<file path="src/acmd_pkg.sv">
package acmd_pkg;
  // Channel count and pair count
  localparam int ACMD_NUM_CH = 16;
  localparam int ACMD_NUM_PAIRS = 8;
  // Configuration word select codes, top five bits
  localparam logic [4:0] ACMD_SEL_UNI = 5'h11;
  localparam logic [4:0] ACMD_SEL_BIP = 5'h12;
  // Field positions inside a configuration word
  localparam int ACMD_SEL_LSB = 11;
  localparam int ACMD_PAIR01_BIT = 10;
  localparam int ACMD_COMMON_BIT = 2;
  // Reset values of the pair and common bits
  localparam logic [7:0] ACMD_PAIRS_RST = 8'h00;
  localparam logic ACMD_COMMON_RST = 1'b0;
  // Shared reference input channel number
  localparam logic [3:0] ACMD_COMMON_CH = 4'hf;

  // Input configuration modes
  typedef enum logic [1:0] {
    ACMD_SINGLE = 2'b00,
    ACMD_PSEUDO_COMMON = 2'b01,
    ACMD_DIFF = 2'b10
  } acmd_mode_e;
endpackage

</file>
<file path="src/acmd_cfg_if.sv">
`timescale 1ns/1ns
`default_nettype none
// Decoded settings passed from the register half to the decoder
interface acmd_cfg_if;
  logic [7:0] pseudo_diff; // Per-pair pseudo-differential bits
  logic [7:0] bipolar; // Per-pair bipolar bits
  logic common_ref_enable; // Shared reference mode
  modport regs (output pseudo_diff, output bipolar, output common_ref_enable);
  modport dec (input pseudo_diff, input bipolar, input common_ref_enable);
endinterface
`default_nettype wire

</file>
<file path="src/acmd_top.sv">
`timescale 1ns/1ns
`default_nettype none
// What this block does
// RULE_01 - All bits clear: single-ended, binary output
// RULE_02 - Only bipolar: differential pair, two's complement
// RULE_03 - Pseudo bit only: differential pair, binary
// RULE_04 - Pseudo and bipolar: pseudo wins, binary
// RULE_05 - Common bit: channel against shared reference
// RULE_06 - Odd channel decodes like even channel
// RULE_07 - Host writes pseudo/common word, code 10001
// RULE_08 - Host writes bipolar word, code 10010
// RULE_09 - Every pair decodes with its own bits
module acmd_top (
  input wire logic mclk_i,
  input wire logic reset_i,
  input wire logic cfg_wr_i, // One-cycle strobe of a config word
  input wire logic [15:0] cfg_word_i, // Config word from serial port
  input wire logic [3:0] channel_select_code_i, // Selected channel
  input wire logic [15:0] scan_include_i, // Scan bits per channel
  output acmd_pkg::acmd_mode_e mode_o, // Registered input mode
  output logic twos_comp_o, // Registered coding, 1 = two's complement
  output logic [3:0] pos_ch_o, // Registered positive input channel
  output logic [3:0] neg_ch_o, // Registered negative input channel
  output logic [7:0] pseudo_diff_o, // Current pseudo-differential bits
  output logic [7:0] bipolar_o, // Current bipolar bits
  output logic common_ref_enable_o, // Current common reference bit
  output logic [15:0] scan_twos_comp_o // Coding per scanned channel
);
  import acmd_pkg::*;

  acmd_cfg_if cfg ();

  logic [7:0] pseudo_q; // Pseudo-differential pair bits
  logic [7:0] bipolar_q; // Bipolar pair bits
  logic common_q; // Shared reference bit
  logic [4:0] sel; // Word select field
  // Decoder results, one cycle ahead of the outputs
  acmd_mode_e mode_d; // Next input mode
  logic twos_d; // Next coding
  logic [3:0] pos_d; // Next positive channel
  logic [3:0] neg_d; // Next negative channel
  logic [15:0] scan_twos_d; // Next coding per scanned channel

  // Select field sits in the top five bits of the word
  assign sel = cfg_word_i[15:ACMD_SEL_LSB];

  // Pseudo word, bit 10 is pair 0/1 down to bit 3 for pair 14/15
  // RULE_07 pseudo word capture
  always_ff @(posedge mclk_i) begin
    if (reset_i) begin
      pseudo_q <= ACMD_PAIRS_RST;
      common_q <= ACMD_COMMON_RST;
    end else if (cfg_wr_i && sel == ACMD_SEL_UNI) begin
      // Whole word loads; no partial update of single pairs
      pseudo_q <= cfg_word_i[ACMD_PAIR01_BIT -: 8];
      common_q <= cfg_word_i[ACMD_COMMON_BIT];
    end
  end

  // Bipolar word; other select codes are ignored here
  // RULE_08 bipolar word capture
  always_ff @(posedge mclk_i) begin
    if (reset_i) begin
      bipolar_q <= ACMD_PAIRS_RST;
    end else if (cfg_wr_i && sel == ACMD_SEL_BIP) begin
      // Only a matching select code loads the word
      bipolar_q <= cfg_word_i[ACMD_PAIR01_BIT -: 8];
    end
  end

  // Word bit order runs pair 0 at the top; flip to index order
  genvar g;
  generate
    for (g = 0; g < ACMD_NUM_PAIRS; g++) begin : g_pair
      assign cfg.pseudo_diff[g] = pseudo_q[ACMD_NUM_PAIRS - 1 - g];
      assign cfg.bipolar[g] = bipolar_q[ACMD_NUM_PAIRS - 1 - g];
    end
    // Coding of each channel as a scan would convert it
    // RULE_09 per pair decode
    for (g = 0; g < ACMD_NUM_CH; g++) begin : g_scan
      assign scan_twos_d[g] = scan_include_i[g] && !common_q &&
        !cfg.pseudo_diff[g / 2] && cfg.bipolar[g / 2];
    end
  endgenerate
  assign cfg.common_ref_enable = common_q;

  // RULE_01 decode, also RULE_02 to RULE_06
  acmd_decode u_dec (
    .cfg(cfg),
    .channel_select_code_i(channel_select_code_i),
    .mode_o(mode_d),
    .twos_comp_o(twos_d),
    .pos_ch_o(pos_d),
    .neg_ch_o(neg_d)
  );

  // Register results so outputs are glitch free
  always_ff @(posedge mclk_i) begin
    if (reset_i) begin
      // Idle as single-ended channel 0
      mode_o <= ACMD_SINGLE;
      twos_comp_o <= 1'b0;
      pos_ch_o <= 4'h0;
      neg_ch_o <= 4'h0;
      scan_twos_comp_o <= 16'h0000;
    end else begin
      // Follow the decoder one cycle late
      mode_o <= mode_d;
      twos_comp_o <= twos_d;
      pos_ch_o <= pos_d;
      neg_ch_o <= neg_d;
      scan_twos_comp_o <= scan_twos_d;
    end
  end

  // Register bits shown as written, pair 0/1 at the top
  assign pseudo_diff_o = pseudo_q;
  assign bipolar_o = bipolar_q;
  assign common_ref_enable_o = common_q;

  // Assertions
  // RULE_02 two's complement only when bipolar alone
  property p_twos;
    @(posedge mclk_i) disable iff (reset_i)
    // Coding was fixed by the previous cycle's common bit
    twos_comp_o |-> mode_o == ACMD_DIFF && !$past(common_q);
  endproperty
  a_twos: assert property (p_twos) else $error("twos without diff"); // RULE_02
  // RULE_05 common mode routes to channel 15
  property p_common;
    @(posedge mclk_i) disable iff (reset_i)
    common_q && $stable(common_q) |=> mode_o == ACMD_PSEUDO_COMMON &&
      neg_ch_o == ACMD_COMMON_CH && !twos_comp_o;
  endproperty
  a_common: assert property (p_common) else $error("common wrong"); // RULE_05
  // RULE_04 pseudo wins over bipolar
  property p_prec;
    @(posedge mclk_i) disable iff (reset_i)
    !common_q && cfg.pseudo_diff[channel_select_code_i[3:1]] |=>
      !twos_comp_o && mode_o == ACMD_DIFF;
  endproperty
  a_prec: assert property (p_prec) else $error("precedence lost"); // RULE_04
  // RULE_01 all clear gives single ended
  property p_single;
    @(posedge mclk_i) disable iff (reset_i)
    !common_q && !cfg.pseudo_diff[channel_select_code_i[3:1]] &&
      !cfg.bipolar[channel_select_code_i[3:1]] |=>
      mode_o == ACMD_SINGLE && pos_ch_o == $past(channel_select_code_i);
  endproperty
  a_single: assert property (p_single) else $error("single wrong"); // RULE_01
  // RULE_03 differential pair uses even then odd
  property p_pair;
    @(posedge mclk_i) disable iff (reset_i)
    mode_o == ACMD_DIFF |-> !pos_ch_o[0] && neg_ch_o == (pos_ch_o | 4'h1);
  endproperty
  a_pair: assert property (p_pair) else $error("pair order wrong"); // RULE_03
  // RULE_06 odd channel decodes to same pair
  property p_odd;
    @(posedge mclk_i) disable iff (reset_i)
    channel_select_code_i[0] && !common_q &&
      cfg.bipolar[channel_select_code_i[3:1]] |=> pos_ch_o[0] == 1'b0;
  endproperty
  a_odd: assert property (p_odd) else $error("odd channel wrong"); // RULE_06
  // RULE_07 pseudo word lands next cycle
  property p_uni_wr;
    @(posedge mclk_i) disable iff (reset_i)
    cfg_wr_i && sel == ACMD_SEL_UNI |=>
      pseudo_q == $past(cfg_word_i[10:3]) && bipolar_q == $past(bipolar_q);
  endproperty
  a_uni_wr: assert property (p_uni_wr) else $error("uni write"); // RULE_07
  // RULE_08 bipolar word lands next cycle
  property p_bip_wr;
    @(posedge mclk_i) disable iff (reset_i)
    cfg_wr_i && sel == ACMD_SEL_BIP |=>
      bipolar_q == $past(cfg_word_i[10:3]) && pseudo_q == $past(pseudo_q);
  endproperty
  a_bip_wr: assert property (p_bip_wr) else $error("bip write"); // RULE_08
  // RULE_09 scan coding follows pair bits
  property p_scan;
    @(posedge mclk_i) disable iff (reset_i)
    scan_include_i[15] && !common_q && !cfg.pseudo_diff[7] &&
      cfg.bipolar[7] |=> scan_twos_comp_o[15];
  endproperty
  a_scan: assert property (p_scan) else $error("scan coding wrong"); // RULE_09
  // RULE_02 bipolar alone gives two's complement pair
  property p_bip_only;
    @(posedge mclk_i) disable iff (reset_i)
    !common_q && !cfg.pseudo_diff[channel_select_code_i[3:1]] &&
      cfg.bipolar[channel_select_code_i[3:1]] |=>
      twos_comp_o && mode_o == ACMD_DIFF;
  endproperty
  a_bip_only: assert property (p_bip_only) else $error("bip wrong"); // RULE_02
  // RULE_06 odd channel with pseudo bit joins its pair
  property p_odd_uni;
    @(posedge mclk_i) disable iff (reset_i)
    channel_select_code_i[0] && !common_q &&
      cfg.pseudo_diff[channel_select_code_i[3:1]] |=>
      mode_o == ACMD_DIFF && !twos_comp_o &&
      neg_ch_o == $past(channel_select_code_i);
  endproperty
  a_odd_uni: assert property (p_odd_uni) else $error("odd pair"); // RULE_06
  // RULE_08 pair bits and outputs clear out of reset
  property p_rst;
    @(posedge mclk_i)
    $past(reset_i) && !reset_i |-> pseudo_q == ACMD_PAIRS_RST &&
      bipolar_q == ACMD_PAIRS_RST && common_q == ACMD_COMMON_RST &&
      mode_o == ACMD_SINGLE && !twos_comp_o;
  endproperty
  a_rst: assert property (p_rst) else $error("reset wrong"); // RULE_08
  // RULE_07 unknown select codes leave settings alone
  property p_refuse;
    @(posedge mclk_i) disable iff (reset_i)
    cfg_wr_i && sel != ACMD_SEL_UNI && sel != ACMD_SEL_BIP |=>
      $stable(pseudo_q) && $stable(bipolar_q) && $stable(common_q);
  endproperty
  a_refuse: assert property (p_refuse) else $error("refused"); // RULE_07
  // RULE_09 channels left out of a scan report binary
  property p_scan_off;
    @(posedge mclk_i) disable iff (reset_i)
    1'b1 |=> (scan_twos_comp_o & ~$past(scan_include_i)) == 16'h0000;
  endproperty
  a_scan_off: assert property (p_scan_off) else $error("scan off"); // RULE_09

  // Main scenarios worth seeing at least once
  c_bip: cover property (@(posedge mclk_i) twos_comp_o);
  c_com: cover property (@(posedge mclk_i) mode_o == ACMD_PSEUDO_COMMON);
  c_prec: cover property (@(posedge mclk_i)
    mode_o == ACMD_DIFF && !twos_comp_o);
  c_odd_single: cover property (@(posedge mclk_i)
    mode_o == ACMD_SINGLE && pos_ch_o[0]);
  c_scan: cover property (@(posedge mclk_i) |scan_twos_comp_o);
endmodule // acmd_top
`default_nettype wire

</file>
<file path="src/acmd_decode.sv">
`timescale 1ns/1ns
`default_nettype none
// Combinational per-channel mode decode
module acmd_decode (
  acmd_cfg_if.dec cfg,
  input wire logic [3:0] channel_select_code_i,
  output acmd_pkg::acmd_mode_e mode_o,
  output logic twos_comp_o,
  output logic [3:0] pos_ch_o,
  output logic [3:0] neg_ch_o
);
  import acmd_pkg::*;

  logic [2:0] pair; // Pair index of the chosen channel
  assign pair = channel_select_code_i[3:1];

  // Common mode wins over everything, then pseudo bit over bipolar
  always_comb begin
    mode_o = ACMD_SINGLE;
    twos_comp_o = 1'b0;
    pos_ch_o = channel_select_code_i;
    neg_ch_o = channel_select_code_i;
    if (cfg.common_ref_enable) begin
      // Common reference, pair bits ignored
      mode_o = ACMD_PSEUDO_COMMON;
      neg_ch_o = ACMD_COMMON_CH;
    end else if (cfg.pseudo_diff[pair]) begin
      // Unipolar setting takes precedence
      mode_o = ACMD_DIFF;
      pos_ch_o = {pair, 1'b0};
      neg_ch_o = {pair, 1'b1};
    end else if (cfg.bipolar[pair]) begin
      // Bipolar fully differential
      mode_o = ACMD_DIFF;
      twos_comp_o = 1'b1;
      pos_ch_o = {pair, 1'b0};
      neg_ch_o = {pair, 1'b1};
    end
  end
endmodule // acmd_decode
`default_nettype wire

</file>
<file path="config.mk">
export PLATFORM = sky130hd
export DESIGN_NAME = acmd_top
export DESIGN_NICKNAME = d
export VERILOG_FILES = /design/src/acmd_pkg.sv /design/src/acmd_cfg_if.sv /design/src/acmd_top.sv /design/src/acmd_decode.sv
export SDC_FILE = /design/constraint.sdc
export NUM_CORES = 1
export LEC_CHECK = 0
export BUFFER_PORTS_ARGS = -buffer_cell sky130_fd_sc_hd__buf_4
export CORE_MARGIN = 3
export CORE_UTILIZATION = 25
export CTS_CLUSTER_DIAMETER = 100
export DETAILED_ROUTE_END_ITERATION = 7
export GPL_TIMING_DRIVEN = 0
export SYNTH_ARGS = -nofsm -noshare
export SYNTH_HDL_FRONTEND = slang
export SYNTH_SLANG_ARGS = --single-unit
</file>
<file path="constraint.sdc">
create_clock -name mclk_i -period 1.8 [get_ports mclk_i]
set_clock_uncertainty 0.15 [all_clocks]
set_input_delay 0.27 -clock mclk_i [delete_from_list [all_inputs] [get_ports mclk_i]]
set_output_delay 0.27 -clock mclk_i [all_outputs]
set_load 0.005 [all_outputs]
</file>
* Word-level counts from Yosys, hierarchy flattened
Index checks and enable logic that the tools add are counted.
Storage, ports and cells: input port bits 39, register bits 44
Cells by class: reductions and logical operators 61, eq/ne operators 2, muxes and demuxes 14, order comparisons 1
Operators with widths (count):
- logical AND 1 bit | 50
- == test 5 bit, second input constant | 2
- logical NOT 1 bit | 9
- 2-to-1 mux 1 bit | 9
- binary-select mux 1 bit (select 3 bit) | 2
- less-than comparator 3 x 4 -> 1 bit, second input constant | 1
- 2-to-1 mux 2 bit | 2
- 2-to-1 mux 4 bit | 1
- OR reduction 3 bit | 1
- OR reduction 2 bit | 1

* Logic depth before layout (Yosys ltp)
Gate-level depths: netlist of run 1.
word-level depth 5, gate-level depth with buffers 5, depth with buffers taken out 4

* Hierarchy
A second synthesis of run 1 with hierarchy kept.
Unflattened totals: cell total of the unflattened synthesis 142, area total of the unflattened synthesis 1720.4 um^2
By module, submodules not included:
- acmd_top | area an instance 1508.9 um^2, sequential area each 880.8 um^2, instances 1, cells each 125
- acmd_decode | area an instance 211.5 um^2, sequential area each 0.0 um^2, instances 1, cells each 17

* Worst setup path before layout of run 1
No wires, ideal clock.
path kind register -> register, from reg pseudo_q[6] (netlist: pseudo_diff_o[6]), to reg neg_ch_o[0], cell stages (with the launch flop) 5, slack 0.239 ns, arrival 1.277 ns, cell sequence dfxtp_1 -> mux4_1 -> mux2_4 -> nor2b_4 -> a21oi_1
Between the ends: cells in the longest elaborated chain, start to end 4
Ends and longest elaborated chain:
- start: declaration | line acmd_top.sv:33 | logic [7:0] pseudo_q;
- start signal: assignment | line acmd_top.sv:55 | pseudo_q <= cfg_word_i[ACMD_PAIR01_BIT -: 8];
- binary-select mux 1 bit (select 3 bit) | line acmd_decode.sv:27 | end else if (cfg.pseudo_diff[pair]) begin
- 2-to-1 mux 1 bit (not written as such) | line acmd_decode.sv:27
- 2-to-1 mux 1 bit | line acmd_decode.sv:27
- 2-to-1 mux 4 bit | line acmd_decode.sv:23 | if (cfg.common_ref_enable) begin
- end signal: assignment | line acmd_top.sv:111 | neg_ch_o <= neg_d;
- end: declaration | line acmd_top.sv:23 | output logic [3:0] neg_ch_o,
Every way passes these cells. The select of a mux whose other input is x is not followed. A chain may end at the register's enable or synchronous reset.

* Final worst setup path of run 1
from reg bipolar_q[3] (netlist: bipolar_o[3]), to reg neg_ch_o[0]
Between the ends: cells in the longest elaborated chain, start to end 5
Ends and longest elaborated chain:
- start: declaration | line acmd_top.sv:34 | logic [7:0] bipolar_q;
- start signal: assignment | line acmd_top.sv:67 | bipolar_q <= cfg_word_i[ACMD_PAIR01_BIT -: 8];
- binary-select mux 1 bit (select 3 bit) | line acmd_decode.sv:32 | end else if (cfg.bipolar[pair]) begin
- 2-to-1 mux 1 bit (not written as such) | line acmd_decode.sv:32
- 2-to-1 mux 1 bit | line acmd_decode.sv:32
- 2-to-1 mux 1 bit | line acmd_decode.sv:27
- 2-to-1 mux 4 bit | line acmd_decode.sv:23
Every way passes these cells. The select of a mux whose other input is x is not followed.

==> metrics, run 1 <==
#FFs+latches synth 44; total power 1.91 mW; required time worst endpoint 1.82 ns; Final Instance Count excl. Fillers 286; Seq pwr share 0.520; Post-Place Worst Slack 0.0205 ns; number of H-tree levels 2; Synth Instances 124; post-CTS resize count 0; status finished, final reports clean; share of cells above drive strength 1 0.450; DRC 0; max capacitance violation total 0; Synth area leaders dfxtp_1 57%, mux2i_1 12%, and4b_1 10%; number of routed nets with antenna violations 0; via-per-instance ratio 4.32; power share of the combinational group 0.068; first-pass GRT wire length 6.21 mm; Sw Share 0.202; Die W 84.9 um; HPWL after DPL 3.07 mm; PwrDens 807 nW/um^2; Worst Hold Class input pin to register; post-route setup slack 0.117 ns; Cell Int Power 1.52 mW; Avg Inst Size Synth 12.6 um^2; Max-slew headroom 0.676; Final Instance Area 2360 um^2; root buf cell clkbuf_8; endpoints failing hold 0; vias in the first global route 1225; hold buffers post-CTS 0; RSZ-0062 raised after global routing false; Tcrit/Tclk final 0.935; post-CTS setup buffer count 0; max layer used met4; CP Capture Type register; CTS buffer count 5; final core occ 0.395; clock share of power 0.412; clock sink total 44; Yosys top cell by area dfxtp_1; nets 249; Core Area 5990 um^2; number of core rows 28; clock slew at reported path FFs 0.08 ns; CP Class register to register; syn_nets 163; Max Slew Vio Count 0; post-layout min period 1.68 ns; Placed Area 2240 um^2; Die H 84.9 um; crit-path max FO 5; Lkg Pwr 1.26 nW; Tot GR Track Use 0.112; arrival time worst endpoint 1.70 ns; met2 wire length 1.90 mm; Hold Path End pos_ch_o[0]$_SDFF_PP0_; worst r2r src bipolar_o[3]$_SDFFE_PP0P_; total global routing overflow 0; top cell type's share of synthesized area 0.566; hold slack 0.0537 ns; Worst setup SP type register; flop2flop setup slack 0.12 ns; met1 WL 1.56 mm; Initial Util 0.260; # placed instances 278; met3 WL 356 um; Fmax 594 MHz; switching pwr 386 uW; clk_lat worst skew 0.30 ns; GPL Wtd Cong 0.736; DR pass1 iterations 4; min-delay src channel_select_code_i[0]; Yosys cell types 18; total die area 7210 um^2; Total Wirelength 3.88 mm; VDD IR max 313 uV; antenna cell count 0; post-synthesis sequential area ratio 0.566; pin count of the biggest net entering global routing 15; Max Root-Sink Buffers 2; Port Buffers 79; # setup viols final 0; routed len/inst 13.6 um; setup TNS 0 ns; Ys Warns 0; worst-margin pin slew 0.487 ns; io pins 83; initial drt markers 32; RR Endpoint neg_ch_o[0]$_SDFF_PP0_; Cell Area, Synth 1560 um^2; Vias 1235; Synth-to-Final Area Change 51.9%; depth of the most critical reg-to-reg path 4; hold path cells 2; CTS tree built; initial antenna violation count 0
[per-layer routing]
layer,up-vias,global-route usage
met3,7,0.0456
met5,-,0
met4,0,0.0432
met1,559,0.127
met2,49,0.187
li1,620,-
[critical path, stage by stage, from the launching register on]
cell and delay, ns:
dfxtp_1 0.35, mux4_1 0.54, mux2i_1 0.23, nor2b_4 0.21, a21oi_1 0.07
[sequential cells by signal, indices dropped and copies added, names as in the netlist]
name and cells:
mode_o 2, pseudo_diff_o 8, twos_comp_o 1, pos_ch_o 4, common_ref_enable_o 1, bipolar_o 8, neg_ch_o 4, scan_twos_comp_o 16
[cells in the mapped netlist (all sizes together)]
cell type  count
mux2           1
nor2          19
mux4           4
buf            2
nor4           1
or2            3
mux2i         18
inv            1
nand3b         2
and4b         16
o211a          1
dfxtp         44
nor4bb         1
a21oi          1
clkbuf         4
nor3           1
nor2b          5
[power by group through the flow]
stage	logic [mW]	clock network [mW]	registers [mW]
6_report	0.130	0.787	0.992
3_3_place_gp	0.131	0	1.02
3_5_place_dp	0.133	0	1.02
5_1_grt	0.143	0.872	0.995
2_1_floorplan	0.0361	0	1.02
4_1_cts	0.133	0.818	0.993
[worst max path at each step]
stage	start	end	slack, ns	cells after the start
after CTS	bipolar_o[3]$_SDFFE_PP0P_	neg_ch_o[0]$_SDFF_PP0_	0.09	4
after floorplan	pseudo_diff_o[6]$_SDFFE_PP0P_	neg_ch_o[0]$_SDFF_PP0_	0.24	4
after global placement	channel_select_code_i[3]	neg_ch_o[0]$_SDFF_PP0_	0.03	5
after detailed placement	channel_select_code_i[1]	neg_ch_o[0]$_SDFF_PP0_	0.02	5
final	bipolar_o[3]$_SDFFE_PP0P_	neg_ch_o[0]$_SDFF_PP0_	0.12	4
after global routing	common_ref_enable_o$_SDFFE_PP0P_	scan_twos_comp_o[14]$_SDFF_PP0_	0.01	3
[cells by family (layout without fill, tap and decap cells)]
logic type	after synthesis	count (layout)	share of synthesized area
compound gates	2	2	0.00964
simple gates	48	48	0.213
mux	23	23	0.193
buf+inv	7	94	0.0185
flops	44	44	0.566
[cell usage in the layout, fill, tap and decap left out, drive strengths merged]
cell type,instances
clkbuf,10
buf,81
a21oi,1
nor2,19
bufinv,1
nand3b,2
dfxtp,44
clkinv,1
mux4,4
nor3,1
nor4,1
nor2b,5
mux2i,18
or2,3
and4b,16
nor4bb,1
inv,1
o211a,1
mux2,1
[final cells by class]
type / instances / area, um^2
Fill cell: 605 / 3630
Sequential cell: 44 / 881
Multi-Input combinational cell: 73 / 647
Timing Repair Buffer: 79 / 593
Tap cell: 75 / 93.8
Clock buffer: 6 / 82.6
Clock inverter: 2 / 38.8
Buffer: 6 / 25.0
Inverter: 1 / 3.75
No activity file was read; power rests on OpenSTA's default activity.
==> run 2: changes to the inputs <==
==> constraint.sdc (replaced) <==
create_clock -name mclk_i -period 1.7 [get_ports mclk_i]
set_clock_uncertainty 0.15 [all_clocks]
set_input_delay 0.255 -clock mclk_i [delete_from_list [all_inputs] [get_ports mclk_i]]
set_output_delay 0.255 -clock mclk_i [all_outputs]
set_load 0.005 [all_outputs]
==> run 2 against run 1 <==
Clock power grew 5.8%. Flip-flop and latch count is the same. Routed wire length grew 0.64%. Highest routed layer unchanged.
==> metrics, run 2 (synthesis gave the netlist of run 1 again) <==
Biggest register scan_twos_comp_o (unchanged); CP Capture Type register (unchanged); clock slew at reported path FFs 0.09 ns (was 0.08 ns); worst-margin pin slew 0.490 ns (was 0.487 ns); Critical path origin pseudo_diff_o[2]$_SDFFE_PP0P_ (was bipolar_o[3]$_SDFFE_PP0P_); HPWL after DPL 3.07 mm (unchanged); number of routed nets with antenna violations 0 (unchanged); via-per-instance ratio 4.32 (about the same); Die H 84.9 um (unchanged); clock sink total 44 (unchanged); endpoints failing hold 0 (unchanged); post-route setup slack 0.0682 ns (was 0.117 ns); root buf cell clkbuf_8 (unchanged); Tot GR Track Use 0.112 (about the same); Worst Hold Class input pin to register (unchanged); # fillers 602 (was 605); worst r2r src pseudo_diff_o[2]$_SDFFE_PP0P_ (was bipolar_o[3]$_SDFFE_PP0P_); number of core rows 28 (unchanged); pin count of the biggest net entering global routing 15 (unchanged); CTS tree built (unchanged); Vias 1240 (was 1235); worst setup path end neg_ch_o[0]$_SDFF_PP0_ (unchanged); DR pass1 iterations 4 (unchanged); number of H-tree levels 2 (unchanged); flop2flop setup slack 0.07 ns (was 0.12 ns); initial antenna violation count 0 (unchanged); Post-Place Worst Slack -0.0645 ns (was 0.0205 ns); Max Slew Vio Count 0 (unchanged); post-layout min period 1.63 ns (was 1.68 ns); PwrDens 854 nW/um^2 (was 807 nW/um^2); first-pass GRT wire length 6.23 mm (was 6.21 mm); commonest non-fill, non-tap cell in the layout buf_4 (unchanged); commonest cells after routing, fill and taps aside 80 x buf_4, 42 x dfxtp_1, 19 x nor2_1, 18 x mux2i_1, 16 x and4b_1 (was 79 x buf_4, 44 x dfxtp_1, 19 x nor2_1, 18 x mux2i_1, 16 x and4b_1); arrival time worst endpoint 1.65 ns (was 1.70 ns); io pins 83 (unchanged); Lkg Pwr 1.25 nW (was 1.26 nW); Max-slew headroom 0.673 (was 0.676); RSZ-0062 raised after global routing false (unchanged); CTS buffer count 5 (unchanged); Final Instance Area 2370 um^2 (was 2360 um^2); Die W 84.9 um (unchanged); Synth-to-Final Area Change 52.2% (was 51.9%); hold buffers post-CTS 0 (unchanged); GPL Wtd Cong 0.736 (unchanged); hold path cells 2 (unchanged); Worst setup SP type register (unchanged); required time worst endpoint 1.72 ns (was 1.82 ns); Initial Util 0.260 (unchanged); Total Wirelength 3.90 mm (was 3.88 mm); Largest register FFs 16 (unchanged); Max Root-Sink Buffers 2 (unchanged); share of cells above drive strength 1 0.476 (was 0.450); Fmax 613 MHz (was 594 MHz); initial drt markers 40 (was 32); Placed Area 2240 um^2 (unchanged); setup TNS 0 ns (unchanged); nets 250 (was 249); status finished, final reports clean (unchanged); max capacitance violation total 0 (unchanged); CP Class register to register (unchanged); Port Buffers 79 (unchanged); total die area 7210 um^2 (unchanged); Tcrit/Tclk final 0.960 (was 0.935); DRC 0 (unchanged); VDD IR max 332 uV (was 313 uV); area of the multi-input gates 639 um^2 (was 647 um^2); Core Area 5990 um^2 (unchanged); antenna cell count 0 (unchanged); final core occ 0.395 (about the same); total power 2.02 mW (was 1.91 mW); total global routing overflow 0 (unchanged); Reg area 883 um^2 (was 881 um^2); crit-path max FO 5 (unchanged); vias in the first global route 1237 (was 1225); depth of the most critical reg-to-reg path 4 (unchanged); RR Endpoint neg_ch_o[0]$_SDFF_PP0_ (unchanged); # setup viols final 0 (unchanged); clk_lat worst skew 0.30 ns (about the same); routed len/inst 13.6 um (about the same)
run 2: changes by cell type in the layout (fill, tap and decap cells not counted), sizes merged:
cell | previous run | this run
buf | 81 | 82
run 2: area by class of cell:
type | instances | share of cell area
buffer | 6 | 0.0111
timing repair buffer | 80 | 0.254
sequential | 44 | 0.373
inverter | 1 | 0.00158
clock buffer | 6 | 0.0349
multi-input combinational | 73 | 0.270
clock inverter | 2 | 0.0164
tap | 75 | 0.0396
run 2: worst min path at each step:
stage                                               end                startpoint  slack, ns
after floorplan                  pos_ch_o[0]$_SDFF_PP0_  channel_select_code_i[0]       0.24
after global placement    pseudo_diff_o[5]$_SDFFE_PP0P_             cfg_word_i[8]       0.34
after detailed placement         pos_ch_o[0]$_SDFF_PP0_  channel_select_code_i[0]       0.35
after CTS                     bipolar_o[7]$_SDFFE_PP0P_            cfg_word_i[10]       0.03
after global routing             pos_ch_o[0]$_SDFF_PP0_  channel_select_code_i[0]       0.03
final                            pos_ch_o[0]$_SDFF_PP0_  channel_select_code_i[0]       0.04
run 2: report_power, final:
| group | internal (mW) | leakage, nW | switching, mW |
|---|---|---|---|
| Sequential | 1.04 | 0.358 | 0.00670 |
| Combinational | 0.0892 | 0.835 | 0.0504 |
| Clock | 0.480 | 0.0614 | 0.353 |
| Total | 1.61 | 1.25 | 0.410 |
run 2: metal layers:
layer | part of all wire | up-vias | wire length (um) | track usage
met5 | 0 | - | 0 | 0
met4 | 0.015 | 0 | 57 | 0.0432
met3 | 0.090 | 7 | 351 | 0.0456
met2 | 0.49 | 49 | 1920 | 0.189
met1 | 0.40 | 564 | 1580 | 0.127
li1 | - | 620 | - | -
run 2: through the flow:
stage	std cells	hold WS, ns
6_report	287	0.0388
5_1_grt	287	0.0291
4_1_cts	287	0.0305
3_5_place_dp	278	0.345
3_3_place_gp	278	0.345
2_1_floorplan	124	0.238
run 2: critical path, stage by stage, from the launching register on:
cell and delay, ns:
dfxtp_1 0.35, mux4_2 0.49, mux2_4 0.31, nor2b_4 0.13, a21oi_1 0.07
run 2: repair_timing:
| item | in CTS | in global routing |
|---|---|---|
| endpoints found under the setup margin | 1 | 13 |
| setup buffers | 1 | 0 |
| pin swaps | 0 | 0 |
| gates resized for setup | 0 | 6 |
==> run 3: changes to the inputs <==
--- a/config.mk
+++ b/config.mk
@@ -6,6 +6,7 @@
 export NUM_CORES = 1
 export LEC_CHECK = 0
 export BUFFER_PORTS_ARGS = -buffer_cell sky130_fd_sc_hd__buf_4
+export CORE_ASPECT_RATIO = 0.7
 export CORE_MARGIN = 3
 export CORE_UTILIZATION = 25
 export CTS_CLUSTER_DIAMETER = 100
==> run 3 against run 2 <==
Design area down 1.1%. Non-clock buffer count stayed put. Global-route usage grew 0.14 points. Count of clock-buffer cells in the layout grew 2. Via count fell by 1.1%. Die area up 0.21%. First-iteration DRC count is 45% lower. Clock power down 20%. Flip-flop and latch count is the same. Hold slack improved by 0.011 ns. Sequential power barely moved. Largest power group unchanged. Combinational power about the same.
==> metrics, run 3 (synthesis gave the netlist of run 1 again) <==
status finished, final reports clean (unchanged); total global routing overflow 0 (unchanged); number of core rows 23 (was 28); required time worst endpoint 1.70 ns (was 1.72 ns); depth of the most critical reg-to-reg path 4 (unchanged); worst r2r src pseudo_diff_o[5]$_SDFFE_PP0P_ (was pseudo_diff_o[2]$_SDFFE_PP0P_); Critical path origin pseudo_diff_o[5]$_SDFFE_PP0P_ (was pseudo_diff_o[2]$_SDFFE_PP0P_); total power 1.86 mW (was 2.02 mW); Tcrit/Tclk final 0.955 (was 0.960); Placed Area 2240 um^2 (unchanged); share of cells above drive strength 1 0.481 (was 0.476); RR Endpoint neg_ch_o[0]$_SDFF_PP0_ (unchanged); arrival time worst endpoint 1.63 ns (was 1.65 ns); min-delay src cfg_word_i[2] (was channel_select_code_i[0]); number of H-tree levels 2 (unchanged); Initial Util 0.265 (was 0.260); CP Capture Type register (unchanged); Total Wirelength 4.13 mm (was 3.90 mm); Vias 1226 (was 1240); DRC 0 (unchanged); max capacitance violation total 0 (unchanged); CP Class register to register (unchanged); GPL Wtd Cong 0.731 (was 0.736); worst setup path end neg_ch_o[0]$_SDFF_PP0_ (unchanged); Die W 100 um (was 84.9 um); Fmax 616 MHz (was 613 MHz); via-per-instance ratio 4.27 (was 4.32); commonest non-fill, non-tap cell in the layout buf_4 (unchanged); HPWL after DPL 3.21 mm (was 3.07 mm); Lkg Pwr 1.24 nW (was 1.25 nW); Core Area 5870 um^2 (was 5990 um^2); initial drt markers 22 (was 40); initial antenna violation count 0 (unchanged); Max Slew Vio Count 0 (unchanged); commonest cells after routing, fill and taps aside 80 x buf_4, 40 x dfxtp_1, 19 x nor2_1, 17 x mux2i_1, 16 x and4b_1 (was 80 x buf_4, 42 x dfxtp_1, 19 x nor2_1, 18 x mux2i_1, 16 x and4b_1); total die area 7220 um^2 (was 7210 um^2); Final Instance Area 2340 um^2 (was 2370 um^2); RSZ-0062 raised after global routing false (unchanged); clk_lat worst skew 0.28 ns (was 0.30 ns); root buf cell clkbuf_8 (unchanged); Worst Hold Class input pin to register (unchanged); vias in the first global route 1207 (was 1237); Die H 72.0 um (was 84.9 um); PwrDens 794 nW/um^2 (was 854 nW/um^2); clock slew at reported path FFs 0.08 ns (was 0.09 ns); routed len/inst 14.4 um (was 13.6 um); post-layout min period 1.62 ns (was 1.63 ns); antenna cell count 0 (unchanged); hold buffers post-CTS 0 (unchanged); Worst setup SP type register (unchanged); nets 250 (unchanged); Biggest register scan_twos_comp_o (unchanged); endpoints failing hold 0 (unchanged); Final Instance Count excl. Fillers 287 (unchanged); # fillers 602 (unchanged); CTS tree built (unchanged); Largest register FFs 16 (unchanged); # placed instances 278 (unchanged); setup TNS 0 ns (unchanged); Port Buffers 79 (unchanged); worst-margin pin slew 0.518 ns (was 0.490 ns); Max-slew headroom 0.655 (was 0.673); Synth-to-Final Area Change 50.6% (was 52.2%); # setup viols final 0 (unchanged); CTS buffer count 5 (unchanged); crit-path max FO 5 (unchanged); number of routed nets with antenna violations 0 (unchanged); Max Root-Sink Buffers 2 (unchanged); clock sink total 44 (unchanged); pin count of the biggest net entering global routing 13 (was 15); DR pass1 iterations 4 (unchanged); final core occ 0.399 (was 0.395); first-pass GRT wire length 6.40 mm (was 6.23 mm); io pins 83 (unchanged); Tot GR Track Use 0.114 (was 0.112); VDD IR max 292 uV (was 332 uV); flop2flop setup slack 0.08 ns (was 0.07 ns)
==> run 3: worst max-delay path, cell delays in order, from the launching register on <==
cell and delay (ns):
dfxtp_1 0.36, mux4_1 0.49, mux2_4 0.29, nor2b_4 0.13, a21oi_1 0.07
==> run 3: where the power goes <==
group          internal, mW  switching [mW]  leakage (nW)
Sequential             1.04         0.00694         0.359
Clock                 0.332           0.336        0.0455
Combinational        0.0896          0.0522         0.832
Total                  1.47           0.395          1.24
==> run 3: cell type report <==
| class | instances | area (um^2) | share of cell area |
|---|---|---|---|
| Clock buffer | 8 | 90.1 | 0.0384 |
| Inverter | 1 | 3.75 | 0.00160 |
| Sequential cell | 44 | 886 | 0.378 |
| Tap cell | 75 | 93.8 | 0.0400 |
| Multi-Input combinational cell | 73 | 643 | 0.274 |
| Timing Repair Buffer | 80 | 601 | 0.256 |
| Buffer | 6 | 26.3 | 0.0112 |
==> run 3: per-layer routing <==
metal  wire length, um  GRT usage  up-vias
li1                  -          -      617
met1              2000      0.158      553
met2              1680      0.162       54
met3               442     0.0567        2
met4                 6     0.0179        0
met5                 0          0        -
==> run 3: worst min path at each step <==
| stage | end | slack, ns | depth (start not counted) |
|---|---|---|---|
| finish | common_ref_enable_o$_SDFFE_PP0P_ | 0.05 | 3 |
| global route | bipolar_o[7]$_SDFFE_PP0P_ | 0.06 | 3 |
| CTS | common_ref_enable_o$_SDFFE_PP0P_ | 0.05 | 3 |
| detailed placement | common_ref_enable_o$_SDFFE_PP0P_ | 0.34 | 3 |
| global placement | common_ref_enable_o$_SDFFE_PP0P_ | 0.34 | 3 |
| floorplan | pos_ch_o[0]$_SDFF_PP0_ | 0.24 | 1 |
==> run 3: timing repair <==
action / in CTS / in global routing
endpoints found under the hold margin: 0 / 0
endpoints found under the setup margin: 1 / 14
buffers inserted: 0 / 1
cloned: 0 / 0
resized for setup: 1 / 8
==> run 3: per-stage QoR <==
step | hold WS, ns | setup slack, ns
6_report | 0.0495 | 0.0770
5_1_grt | 0.0576 | 0.00153
4_1_cts | 0.0460 | 0.00596
3_5_place_dp | 0.343 | -0.0633
3_3_place_gp | 0.335 | -0.0692
2_1_floorplan | 0.238 | 0.139
